[config.mk]
export PLATFORM = sky130hd
export DESIGN_NAME = rst_force_ctl
export DESIGN_NICKNAME = d
export VERILOG_FILES = /design/src/design/rst_ctl_pkg.sv /design/src/design/rst_force_ctl.sv /design/src/design/sync2.sv
export VERILOG_INCLUDE_DIRS = /design/src /design/src/design
export SDC_FILE = /design/constraint.sdc
export NUM_CORES = 1
export LEC_CHECK = 0
export ABC_AREA = 1
export BUFFER_PORTS_ARGS = -buffer_cell sky130_fd_sc_hd__buf_2
export CAP_MARGIN = 10
export CORE_MARGIN = 2
export CORE_UTILIZATION = 47
export DETAILED_ROUTE_END_ITERATION = 8
export PLACE_DENSITY = 0.83
export SYNTH_ARGS = -nofsm -noshare
export SYNTH_HDL_FRONTEND = slang
export SYNTH_SLANG_ARGS = --single-unit
[constraint.sdc]
create_clock -name clk -period 1.58 [get_ports clk]
set_clock_uncertainty 0.2 [all_clocks]
set_input_delay 0.237 -clock clk [delete_from_list [all_inputs] [get_ports clk]]
set_output_delay 0.237 -clock clk [all_outputs]
set_load 0.01 [all_outputs]
[src/design/rst_ctl_defs.svh]
// constants for the reset and force-off control block
`ifndef RST_CTL_DEFS_SVH
`define RST_CTL_DEFS_SVH
// =====================================================================
// widths and reset values
`define CUR_W         10
`define CFG_W         8
`define FLT_W         4
`define CUR_ZERO      10'h000
`define CFG_DEFAULT   8'h00
`define FLT_CLEAR     4'h0
`define SYNC_RESET    1'b1
// =====================================================================
// pull levels of the pins, reset values of the other synchronisers and the serial output park level
`define UV_SYNC_RESET   1'b0
`define TEST_SYNC_RESET 1'b0
`define PULL_UP         1'b1
`define PULL_DOWN       1'b0
`define SO_PARK         1'b0
`endif

[src/design/rst_ctl_pkg.sv]
// types for the reset and force-off control block
`include "rst_ctl_defs.svh"
package rst_ctl_pkg;
    // command word for both channels from the serial decoder
    typedef struct packed {
        logic [`CUR_W-1:0] cur_a;
        logic [`CUR_W-1:0] cur_b;
        logic [`CFG_W-1:0] cfg;
    } cmd_s;
    // operating modes
    typedef enum logic [2:0] {
        MODE_RESET  = 3'b001,
        MODE_FORCED = 3'b010,
        MODE_RUN    = 3'b100
    } mode_e;
endpackage

[src/design/rst_force_ctl.sv]
// reset and force-off control for a dual-channel current driver
// Summary of operation
// - power-on reset zeroes both channel currents
// - power-on reset restores configuration defaults
// - power-on reset clears all fault flags
// - channels stay off until valid command
// - logic undervoltage acts as full reset
// - force-off active high, open reads high
// - force-off holds currents zero, defaults
// - force-off drops commands, floats serial output
// - force-off keeps fault flags
// - after force-off, stays zero until commanded
// - faults during undervoltage are unreliable
// - test input active high, open reads low
`timescale 1ns/100ps
`include "rst_ctl_defs.svh"
module rst_force_ctl (
    input  wire logic                 clk,
    input  wire logic                 rst_n,       // power-on reset
    input  wire logic                 uv_n,        // logic supply good, low = undervoltage
    input  wire logic                 force_pin,   // force-off pin, pulled up
    input  wire logic                 force_pin_oe,// high when something drives the pin
    input  wire logic                 test_pin,    // production test pin, pulled down
    input  wire logic                 test_pin_oe, // high when something drives the pin
    input  wire logic                 cmd_valid,   // one-cycle command strobe
    input  rst_ctl_pkg::cmd_s         cmd,         // command payload
    input  wire logic [`FLT_W-1:0]    flt_set,     // fault events from diagnostics
    input  wire logic                 so_data,     // serial output data
    output logic [`CUR_W-1:0]         cur_a,       // commanded current channel a
    output logic [`CUR_W-1:0]         cur_b,       // commanded current channel b
    output logic [`CFG_W-1:0]         cfg,         // programmable settings
    output logic [`FLT_W-1:0]         flt,         // sticky fault flags
    output logic                      flt_valid,   // diagnostics trustworthy
    output logic                      so_out,      // serial output level
    output logic                      so_oe,       // serial output enable
    output logic                      cmd_taken,   // command accepted pulse
    output logic                      test_mode    // test mode level
);
    // =================================================================
    // pin resolution: undriven pins take their pull level
    // the pin model carries a driven value and a driver enable, so the
    // weak pull is modelled here instead of with a resolved net
    logic force_lvl;   // resolved force-off level
    logic test_lvl;    // resolved test level
    // open force pin reads as asserted: a broken wire fails safe
    assign force_lvl = force_pin_oe ? force_pin : `PULL_UP;
    // open test pin reads low so the part never drifts into test
    assign test_lvl  = test_pin_oe  ? test_pin  : `PULL_DOWN;

    // =================================================================
    // synchronisers
    logic force_s;     // synchronised force-off
    logic test_s;      // synchronised test level
    logic uv_s;        // synchronised supply good
    // force-off, reset to asserted: outputs stay off until the pin has
    // been seen low for two edges after reset
    sync2 #(.RST_VAL(`SYNC_RESET)) u_force (
        .clk   (clk),
        .rst_n (rst_n),
        .d     (force_lvl),
        .q     (force_s)
    );
    // test level, reset to the inactive level of the pin
    sync2 #(.RST_VAL(`TEST_SYNC_RESET)) u_test (
        .clk   (clk),
        .rst_n (rst_n),
        .d     (test_lvl),
        .q     (test_s)
    );
    // supply good, reset to bad so reset stretches two edges past rst_n
    sync2 #(.RST_VAL(`UV_SYNC_RESET)) u_uv (
        .clk   (clk),
        .rst_n (rst_n),
        .d     (uv_n),
        .q     (uv_s)
    );

    // full reset: power-on or undervoltage
    logic full_rst;
    assign full_rst = !rst_n || !uv_s;
    // forced state, also async from the raw pin so outputs drop at once
    // limitation: a force-off pulse should last one full cycle; a shorter
    // glitch drops the outputs only while it lasts and may not reach the
    // synchroniser, so the registers would keep their contents
    logic forced;   // raw or synchronised force-off
    assign forced = force_s || force_lvl;

    // =================================================================
    // command acceptance
    // refused in reset and while the raw or synchronised pin is high,
    // so a command racing the pin edge is dropped rather than applied
    logic accept;   // command taken this cycle
    assign accept = cmd_valid && !forced && !full_rst;

    // =================================================================
    // mode tracking
    // only an accepted command leaves the idle modes; a refused strobe
    // must not make the block look commanded
    rst_ctl_pkg::mode_e mode_r;   // current operating mode
    always_ff @(posedge clk) begin
        if (full_rst) begin
            // power-on or supply reset
            mode_r <= rst_ctl_pkg::MODE_RESET;
        end else if (force_s) begin
            // pin held, stays here after release
            mode_r <= rst_ctl_pkg::MODE_FORCED;
        end else if (accept) begin
            // first valid command after reset or release
            mode_r <= rst_ctl_pkg::MODE_RUN;
        end
    end

    // =================================================================
    // command registers
    logic [`CUR_W-1:0] cur_a_r;
    logic [`CUR_W-1:0] cur_b_r;
    logic [`CFG_W-1:0] cfg_r;     // settings register
    // clear has priority over load: a command in the same cycle as a
    // reset or a held pin is lost, never half applied
    always_ff @(posedge clk) begin
        if (full_rst) begin
            cur_a_r <= `CUR_ZERO;
            cur_b_r <= `CUR_ZERO;
            cfg_r   <= `CFG_DEFAULT;
        end else if (force_s) begin
            cur_a_r <= `CUR_ZERO;
            cur_b_r <= `CUR_ZERO;
            cfg_r   <= `CFG_DEFAULT;
        end else if (accept) begin
            cur_a_r <= cmd.cur_a;
            cur_b_r <= cmd.cur_b;
            cfg_r   <= cmd.cfg;
        end
    end
    // async gating: raw pin zeroes outputs before the clock sees it
    assign cur_a = forced ? `CUR_ZERO    : cur_a_r;
    assign cur_b = forced ? `CUR_ZERO    : cur_b_r;
    assign cfg   = forced ? `CFG_DEFAULT : cfg_r;
    assign cmd_taken = accept;

    // =================================================================
    // fault flags: cleared only by full reset, sets are sticky
    logic [`FLT_W-1:0] flt_r;
    always_ff @(posedge clk) begin
        if (full_rst) begin
            flt_r <= `FLT_CLEAR;
        end else begin
            flt_r <= flt_r | flt_set;
        end
    end
    assign flt = flt_r;
    // diagnostics only trusted with good supply
    assign flt_valid = uv_s && rst_n;

    // =================================================================
    // serial output: floats while forced
    assign so_oe  = !forced && !full_rst;
    // parked low while disabled; the pad sees only so_oe, so the pin
    // floats whatever this level is
    assign so_out = so_oe ? so_data : `SO_PARK;
    assign test_mode = test_s;

    // =================================================================
    // checks
    // currents zero one cycle after any power-on reset edge
    AST_POR_ZERO: assert property (@(posedge clk)
        !rst_n |=> (cur_a == `CUR_ZERO && cur_b == `CUR_ZERO))
        else $error("currents not zero after reset");
    // settings back to default after reset
    AST_POR_CFG: assert property (@(posedge clk)
        !rst_n |=> cfg == `CFG_DEFAULT)
        else $error("config not default after reset");
    // fault flags cleared after reset
    AST_POR_FLT: assert property (@(posedge clk)
        !rst_n |=> flt == `FLT_CLEAR)
        else $error("faults not cleared after reset");
    // an idle output stays idle without a strobe
    AST_STAY_OFF: assert property (@(posedge clk) disable iff (!rst_n)
        (cur_a == `CUR_ZERO && !cmd_valid) |=> cur_a == `CUR_ZERO)
        else $error("current rose without command");
    // an accepted command lands in the registers at its own edge
    AST_CMD_LOAD: assert property (@(posedge clk) disable iff (!rst_n)
        cmd_taken |=> (cur_a_r == $past(cmd.cur_a) && cur_b_r == $past(cmd.cur_b)
            && cfg_r == $past(cmd.cfg)))
        else $error("accepted command not loaded");
    // supply loss acts like power-on reset
    AST_UV_RESET: assert property (@(posedge clk) disable iff (!rst_n)
        !uv_s |=> (flt == `FLT_CLEAR && cur_b == `CUR_ZERO))
        else $error("undervoltage did not reset");
    // held pin zeroes outputs in the same cycle
    AST_FORCE_ZERO: assert property (@(posedge clk) disable iff (!rst_n)
        force_lvl |-> (cur_a == `CUR_ZERO && cfg == `CFG_DEFAULT))
        else $error("forced state not applied");
    // held pin floats the serial output and refuses commands
    AST_FORCE_SO: assert property (@(posedge clk) disable iff (!rst_n)
        force_lvl |-> (!so_oe && !cmd_taken))
        else $error("serial active while forced");
    // no flag may drop while forced with a good supply
    AST_FORCE_FLT: assert property (@(posedge clk) disable iff (!rst_n)
        (force_s && uv_s) |=> (flt & $past(flt)) == $past(flt))
        else $error("faults lost while forced");
    // registers already cleared when the pin is released
    AST_RELEASE: assert property (@(posedge clk) disable iff (!rst_n)
        ($fell(force_s) && !cmd_valid) |-> cur_a_r == `CUR_ZERO)
        else $error("current not zero on release");
    // until a command is accepted both currents and the settings stay at default
    AST_MODE_IDLE: assert property (@(posedge clk) disable iff (!rst_n)
        (mode_r != rst_ctl_pkg::MODE_RUN) |->
            (cur_a_r == `CUR_ZERO && cur_b_r == `CUR_ZERO && cfg_r == `CFG_DEFAULT))
        else $error("settings not default while uncommanded");
    // open force pin reaches the synchronised level in two edges
    AST_OPEN_PIN: assert property (@(posedge clk) disable iff (!rst_n)
        !force_pin_oe |-> ##2 force_s)
        else $error("open force pin not asserted");
    // open test pin never reaches test mode
    AST_TEST_OPEN: assert property (@(posedge clk) disable iff (!rst_n)
        !test_pin_oe |-> ##2 !test_mode)
        else $error("open test pin reached test mode");
    // fault flags marked untrusted once the supply dip is seen
    AST_FLT_VALID: assert property (@(posedge clk) disable iff (!rst_n)
        !uv_n |-> ##2 !flt_valid)
        else $error("faults trusted during undervoltage");
    // main scenarios
    COV_CMD: cover property (@(posedge clk) disable iff (!rst_n) cmd_taken);
    COV_FORCE: cover property (@(posedge clk) disable iff (!rst_n)
        $rose(force_s));
    COV_RELEASE: cover property (@(posedge clk) disable iff (!rst_n)
        $fell(force_s));
    COV_OPEN: cover property (@(posedge clk) disable iff (!rst_n) !force_pin_oe);
    COV_UV: cover property (@(posedge clk) disable iff (!rst_n) $fell(uv_s));
endmodule // rst_force_ctl

[src/design/sync2.sv]
// two-flop synchroniser for a pin level
`timescale 1ns/100ps
module sync2 #(
    parameter logic RST_VAL = 1'b0
) (
    input  wire logic clk,
    input  wire logic rst_n,
    input  wire logic d,
    output logic      q
);
    logic meta_r;   // first stage, read only by q
    // =================================================================
    // two stages
    always_ff @(posedge clk) begin
        if (!rst_n) begin
            meta_r <= RST_VAL;
            q      <= RST_VAL;
        end else begin
            meta_r <= d;
            q      <= meta_r;
        end
    end
endmodule // sync2

==> metrics.md <==
| Metric | Value |
|---|---|
| Wire length after detailed routing | roughly 4.6 mm |
| Area of the die | around 4400 sq um |
| Worst setup SP type | register |
| Class of the tightest hold or removal check | in -> reg |
| Met2 wire length | approximately 2.3 mm |
| Data arrival time of the critical path | 1.18 ns |
| Share of final-layout standard cells stronger than drive strength 1 | a little under two fifths |
| Clock buffer count from CTS | 5 |
| Worst-path clk slew | approximately 0.07 ns |
| Reg-to-reg startpoint | u_force.q |
| Diode insertion count for antenna repair | 0 |
| Worst Setup End Kind | primary output |
| Starting DRC count in detailed routing | 100 |
| Highest clock rate | 618 MHz |
| Clock insertion delay at the later pin of the skew report | 0.28 ns |
| Syn. warnings | 0 |
| Slew Viols, Final | 0 |
| Total congestion overflow | 0 |
| DR WL/cell | 10.9 um |
| Number of global-route vias before repair | roughly 1,800 |
| Vias after detailed routing | 1,888 |
| Final core occ | ~73% |
| Violated checks | negative setup slack |
| Sequential share of the synthesized area | between 40% and 50% |
| Final RePlAce weighted congestion | roughly 0.74 |
| Number of enable flip-flop cells after synthesis | 0 |
| FFs w/ async S/R, synth | 0% |
| Mapped cell area | between 1500 and 2000 sq um |
| Setup slack of the most critical reg-to-reg path | around 0.19 ns |
| Quantity of I/O buffers inserted on ports | 77 |
| Power Dens Cells | between 600 and 700 nW/um^2 |
| Remaining antenna violation count | 0 |
| Highest fanout seen on the critical path | 6 |
| Number of top-level pins | 78 |
| Average instance area after synthesis | approximately 6.5 sq um |
| Drc violations | 0 |
| Leading post-synthesis cells by instance count | 92 x sky130_fd_sc_hd__inv_1, 53 x sky130_fd_sc_hd__nand2_1, 38 x sky130_fd_sc_hd__dfxtp_1 |
| Distinct cell type count of the synthesized netlist | 15 |
| Top delay family on crit path | buffers and inverters |
| Final count of negative-setup-slack endpoints | 18 |
| Vertical die dimension | ~66 um |
| Unrepaired setup endpoints after global routing | true |
| Final hold violations | 0 |
| Critical Path Source | u_force.q |
| Wire length on met1 | between 1.5 and 2 mm |
| Library cell with the highest instance count after synthesis | sky130_fd_sc_hd__inv_1 |
| Instance area after placement | between 2000 and 2500 sq um |
| Final worst path period need | around 1.6 ns |
| Via-to-Cell Ratio | ~4.5 |
| Main flop type after synthesis | sky130_fd_sc_hd__dfxtp_1 |
| Capturing element of the worst setup path | cur_b[6] |
| Outcome | finished, violations left |
| Setup Crit Path Kind | reg -> out |
| Worst r2r path cells | 8 |
| Global-route total usage across every layer | between 20 and 25% |
| Critical Path Max Stage Delay | between 0.3 and 0.4 ns |
| Period utilisation layout | 102% |
| Number of buffers and inverters on the critical path | 3 |
| Pin count of the biggest net entering global routing | 19 |
| Synth Net Count | 320 |
| Max-Cap Viols | 0 |
| Max Buffers Root-to-Sink | 2 |
| Final WS setup | -0.0384 ns |
| Total clock sinks | 38 |
| Largest area contributor in the synthesized netlist | sky130_fd_sc_hd__dfxtp_1 |
| Initial core utilization | between 40% and 50% |
| Die W | ~66 um |
| Data required, critical path | 1.14 ns |
| DP HPWL | slightly above 3 mm |
| Worst slew margin relative to its limit | 86.0% |
| Standard cell with the maximum stage delay on the critical path | sky130_fd_sc_hd__dfxtp_2 |
| Cells along the critical path | inv_2 > nand2_4 > buf_6 > nor2_2 > buf_2 |
| Number of H-tree branching levels | 2 |
| DR WL met3 | 278 um |
| Aggregate negative setup slack | -0.235 ns |
| Number of filler cells placed in the layout | 291 |
| Top metal layer carrying routed signals | met4 |
| NumNets Final | about 410 |
| Cells after Synth | ~280 |
| Number of optimization iterations in the first detailed-route pass | 4 |
| Transition time at the pin with the least slew margin | about 0.21 ns |
| Post-synthesis sequential element count | 38 |
| Library cell used as clock root buffer | sky130_fd_sc_hd__clkbuf_8 |
| Total number of placement rows | 22 |
| Largest voltage drop on the vdd net | between 0.0004 and 0.0005 V |
| Main area contributors after synthesis | sky130_fd_sc_hd__dfxtp_1 42%, sky130_fd_sc_hd__inv_1 19%, sky130_fd_sc_hd__nand2_1 11%, sky130_fd_sc_hd__a31oi_1 9.6%, sky130_fd_sc_hd__nor2_1 7.6% |
| Leakage power | 1.71 nW |
| CTS tree | yes |
| Finished Cell Area | 2690 sq um |
| Antenna violations before repair | 0 |
| Area share of the largest cell type after synthesis | a little over two fifths |
| Critical path depth in cells | 5 |
| Layout area overhead | 47.2% |
| Worst flop-to-flop path endpoint | cur_b_r[6] |
| Global-route wire length before repair | around 7.3 mm |
| Core area | about 3700 sq um |
| Post-placement setup slack | 0.121 ns |
-- worst min path at each step --
stage | start | end | slack [ns] | depth (start not counted)
floorplan | uv_n | u_uv.meta_r | 0.13 | 2
global placement | u_force.meta_r | u_force.q | 0.18 | 2
detailed placement | u_uv.meta_r | u_uv.q | 0.20 | 2
CTS | rst_n | u_force.q | 0.02 | 2
global route | rst_n | u_force.q | 0.04 | 2
finish | rst_n | u_force.q | 0.03 | 2
-- power breakdown --
group          switching, W  internal [W]  total [W]
combinational     0.0000742     0.0000748   0.000149
clock              0.000319      0.000352   0.000671
sequential       0.00000351      0.000965   0.000969
-- sequential cells by signal (all words and copies together), names as in the netlist --
signal	cells
u_test.q	1
u_force.q	1
cur_a_r	10
u_uv.meta_r	1
flt	4
u_uv.q	1
cfg_r	8
u_force.meta_r	1
cur_b_r	10
u_test.meta_r	1
-- cell type report --
| class | instances | area (sq um) | area share, % |
|---|---|---|---|
| multi-input cells | 134 | 751 | 28.0 |
| clock buffers | 7 | 86.3 | 3.22 |
| well taps | 48 | 60.1 | 2.24 |
| clock inverters | 1 | 5.00 | 0.186 |
| flip-flops and latches | 38 | 763 | 28.4 |
| repair buffers | 102 | 674 | 25.1 |
| inverters | 92 | 345 | 12.9 |
-- per-stage QoR --
step	total power [W]	cells	hold slack, ns
after floorplan	0.00105	279	0.135
after global placement	0.00111	400	0.182
after detailed placement	0.00111	400	0.196
after CTS	0.00179	419	0.0221
after global routing	0.00186	422	0.0373
final	0.00179	422	0.0290
-- logic make-up (layout without fill, tap and decap cells) --
group,count (synthesis),in the layout,synth area share [%]
flip-flops,38,38,41.7
buffers and inverters,107,202,23.7
AND/OR/NAND/NOR,106,106,25.0
AO/OA/AOI/OAI,28,28,9.60
-- layer usage --
| layer | vias to the layer above | track usage (%) |
|---|---|---|
| met5 | - | 0 |
| met4 | 0 | 6.12 |
| met3 | 5 | 4.09 |
| met2 | 62 | 40.5 |
| met1 | 841 | 24.5 |
| li1 | 980 | - |
-- layout by cell type, fill, tap and decap left out --
cell type	netlist	final
sky130_fd_sc_hd__buf_6	3	13
sky130_fd_sc_hd__inv_1	92	91
sky130_fd_sc_hd__nand2_2	9	9
sky130_fd_sc_hd__dfxtp_2	0	2
sky130_fd_sc_hd__clkbuf_1	3	1
sky130_fd_sc_hd__nand2_4	1	2
sky130_fd_sc_hd__clkbuf_8	0	6
sky130_fd_sc_hd__buf_2	7	68
sky130_fd_sc_hd__dlygate4sd3_1	0	7
sky130_fd_sc_hd__buf_12	0	1
sky130_fd_sc_hd__a31oi_1	28	28
sky130_fd_sc_hd__nor2_2	1	11
sky130_fd_sc_hd__buf_4	0	13
sky130_fd_sc_hd__and3_4	0	1
sky130_fd_sc_hd__nand3_2	2	2
sky130_fd_sc_hd__inv_2	0	1
sky130_fd_sc_hd__and3_1	2	1
sky130_fd_sc_hd__dfxtp_1	38	36
sky130_fd_sc_hd__clkinv_2	0	1
sky130_fd_sc_hd__nand2_1	53	52
sky130_fd_sc_hd__nor2_1	37	16
sky130_fd_sc_hd__nor2_4	1	12
-- repair_timing --
item,4_1_cts,5_1_grt
hold buffers,7,0
pin swaps,0,1
buffers inserted,2,3
gates cloned,2,0
endpoints found under the hold margin,6,0
gates resized for setup,18,38
setup endpoints to repair,31,31
No activity file was read; power rests on OpenSTA's default activity.
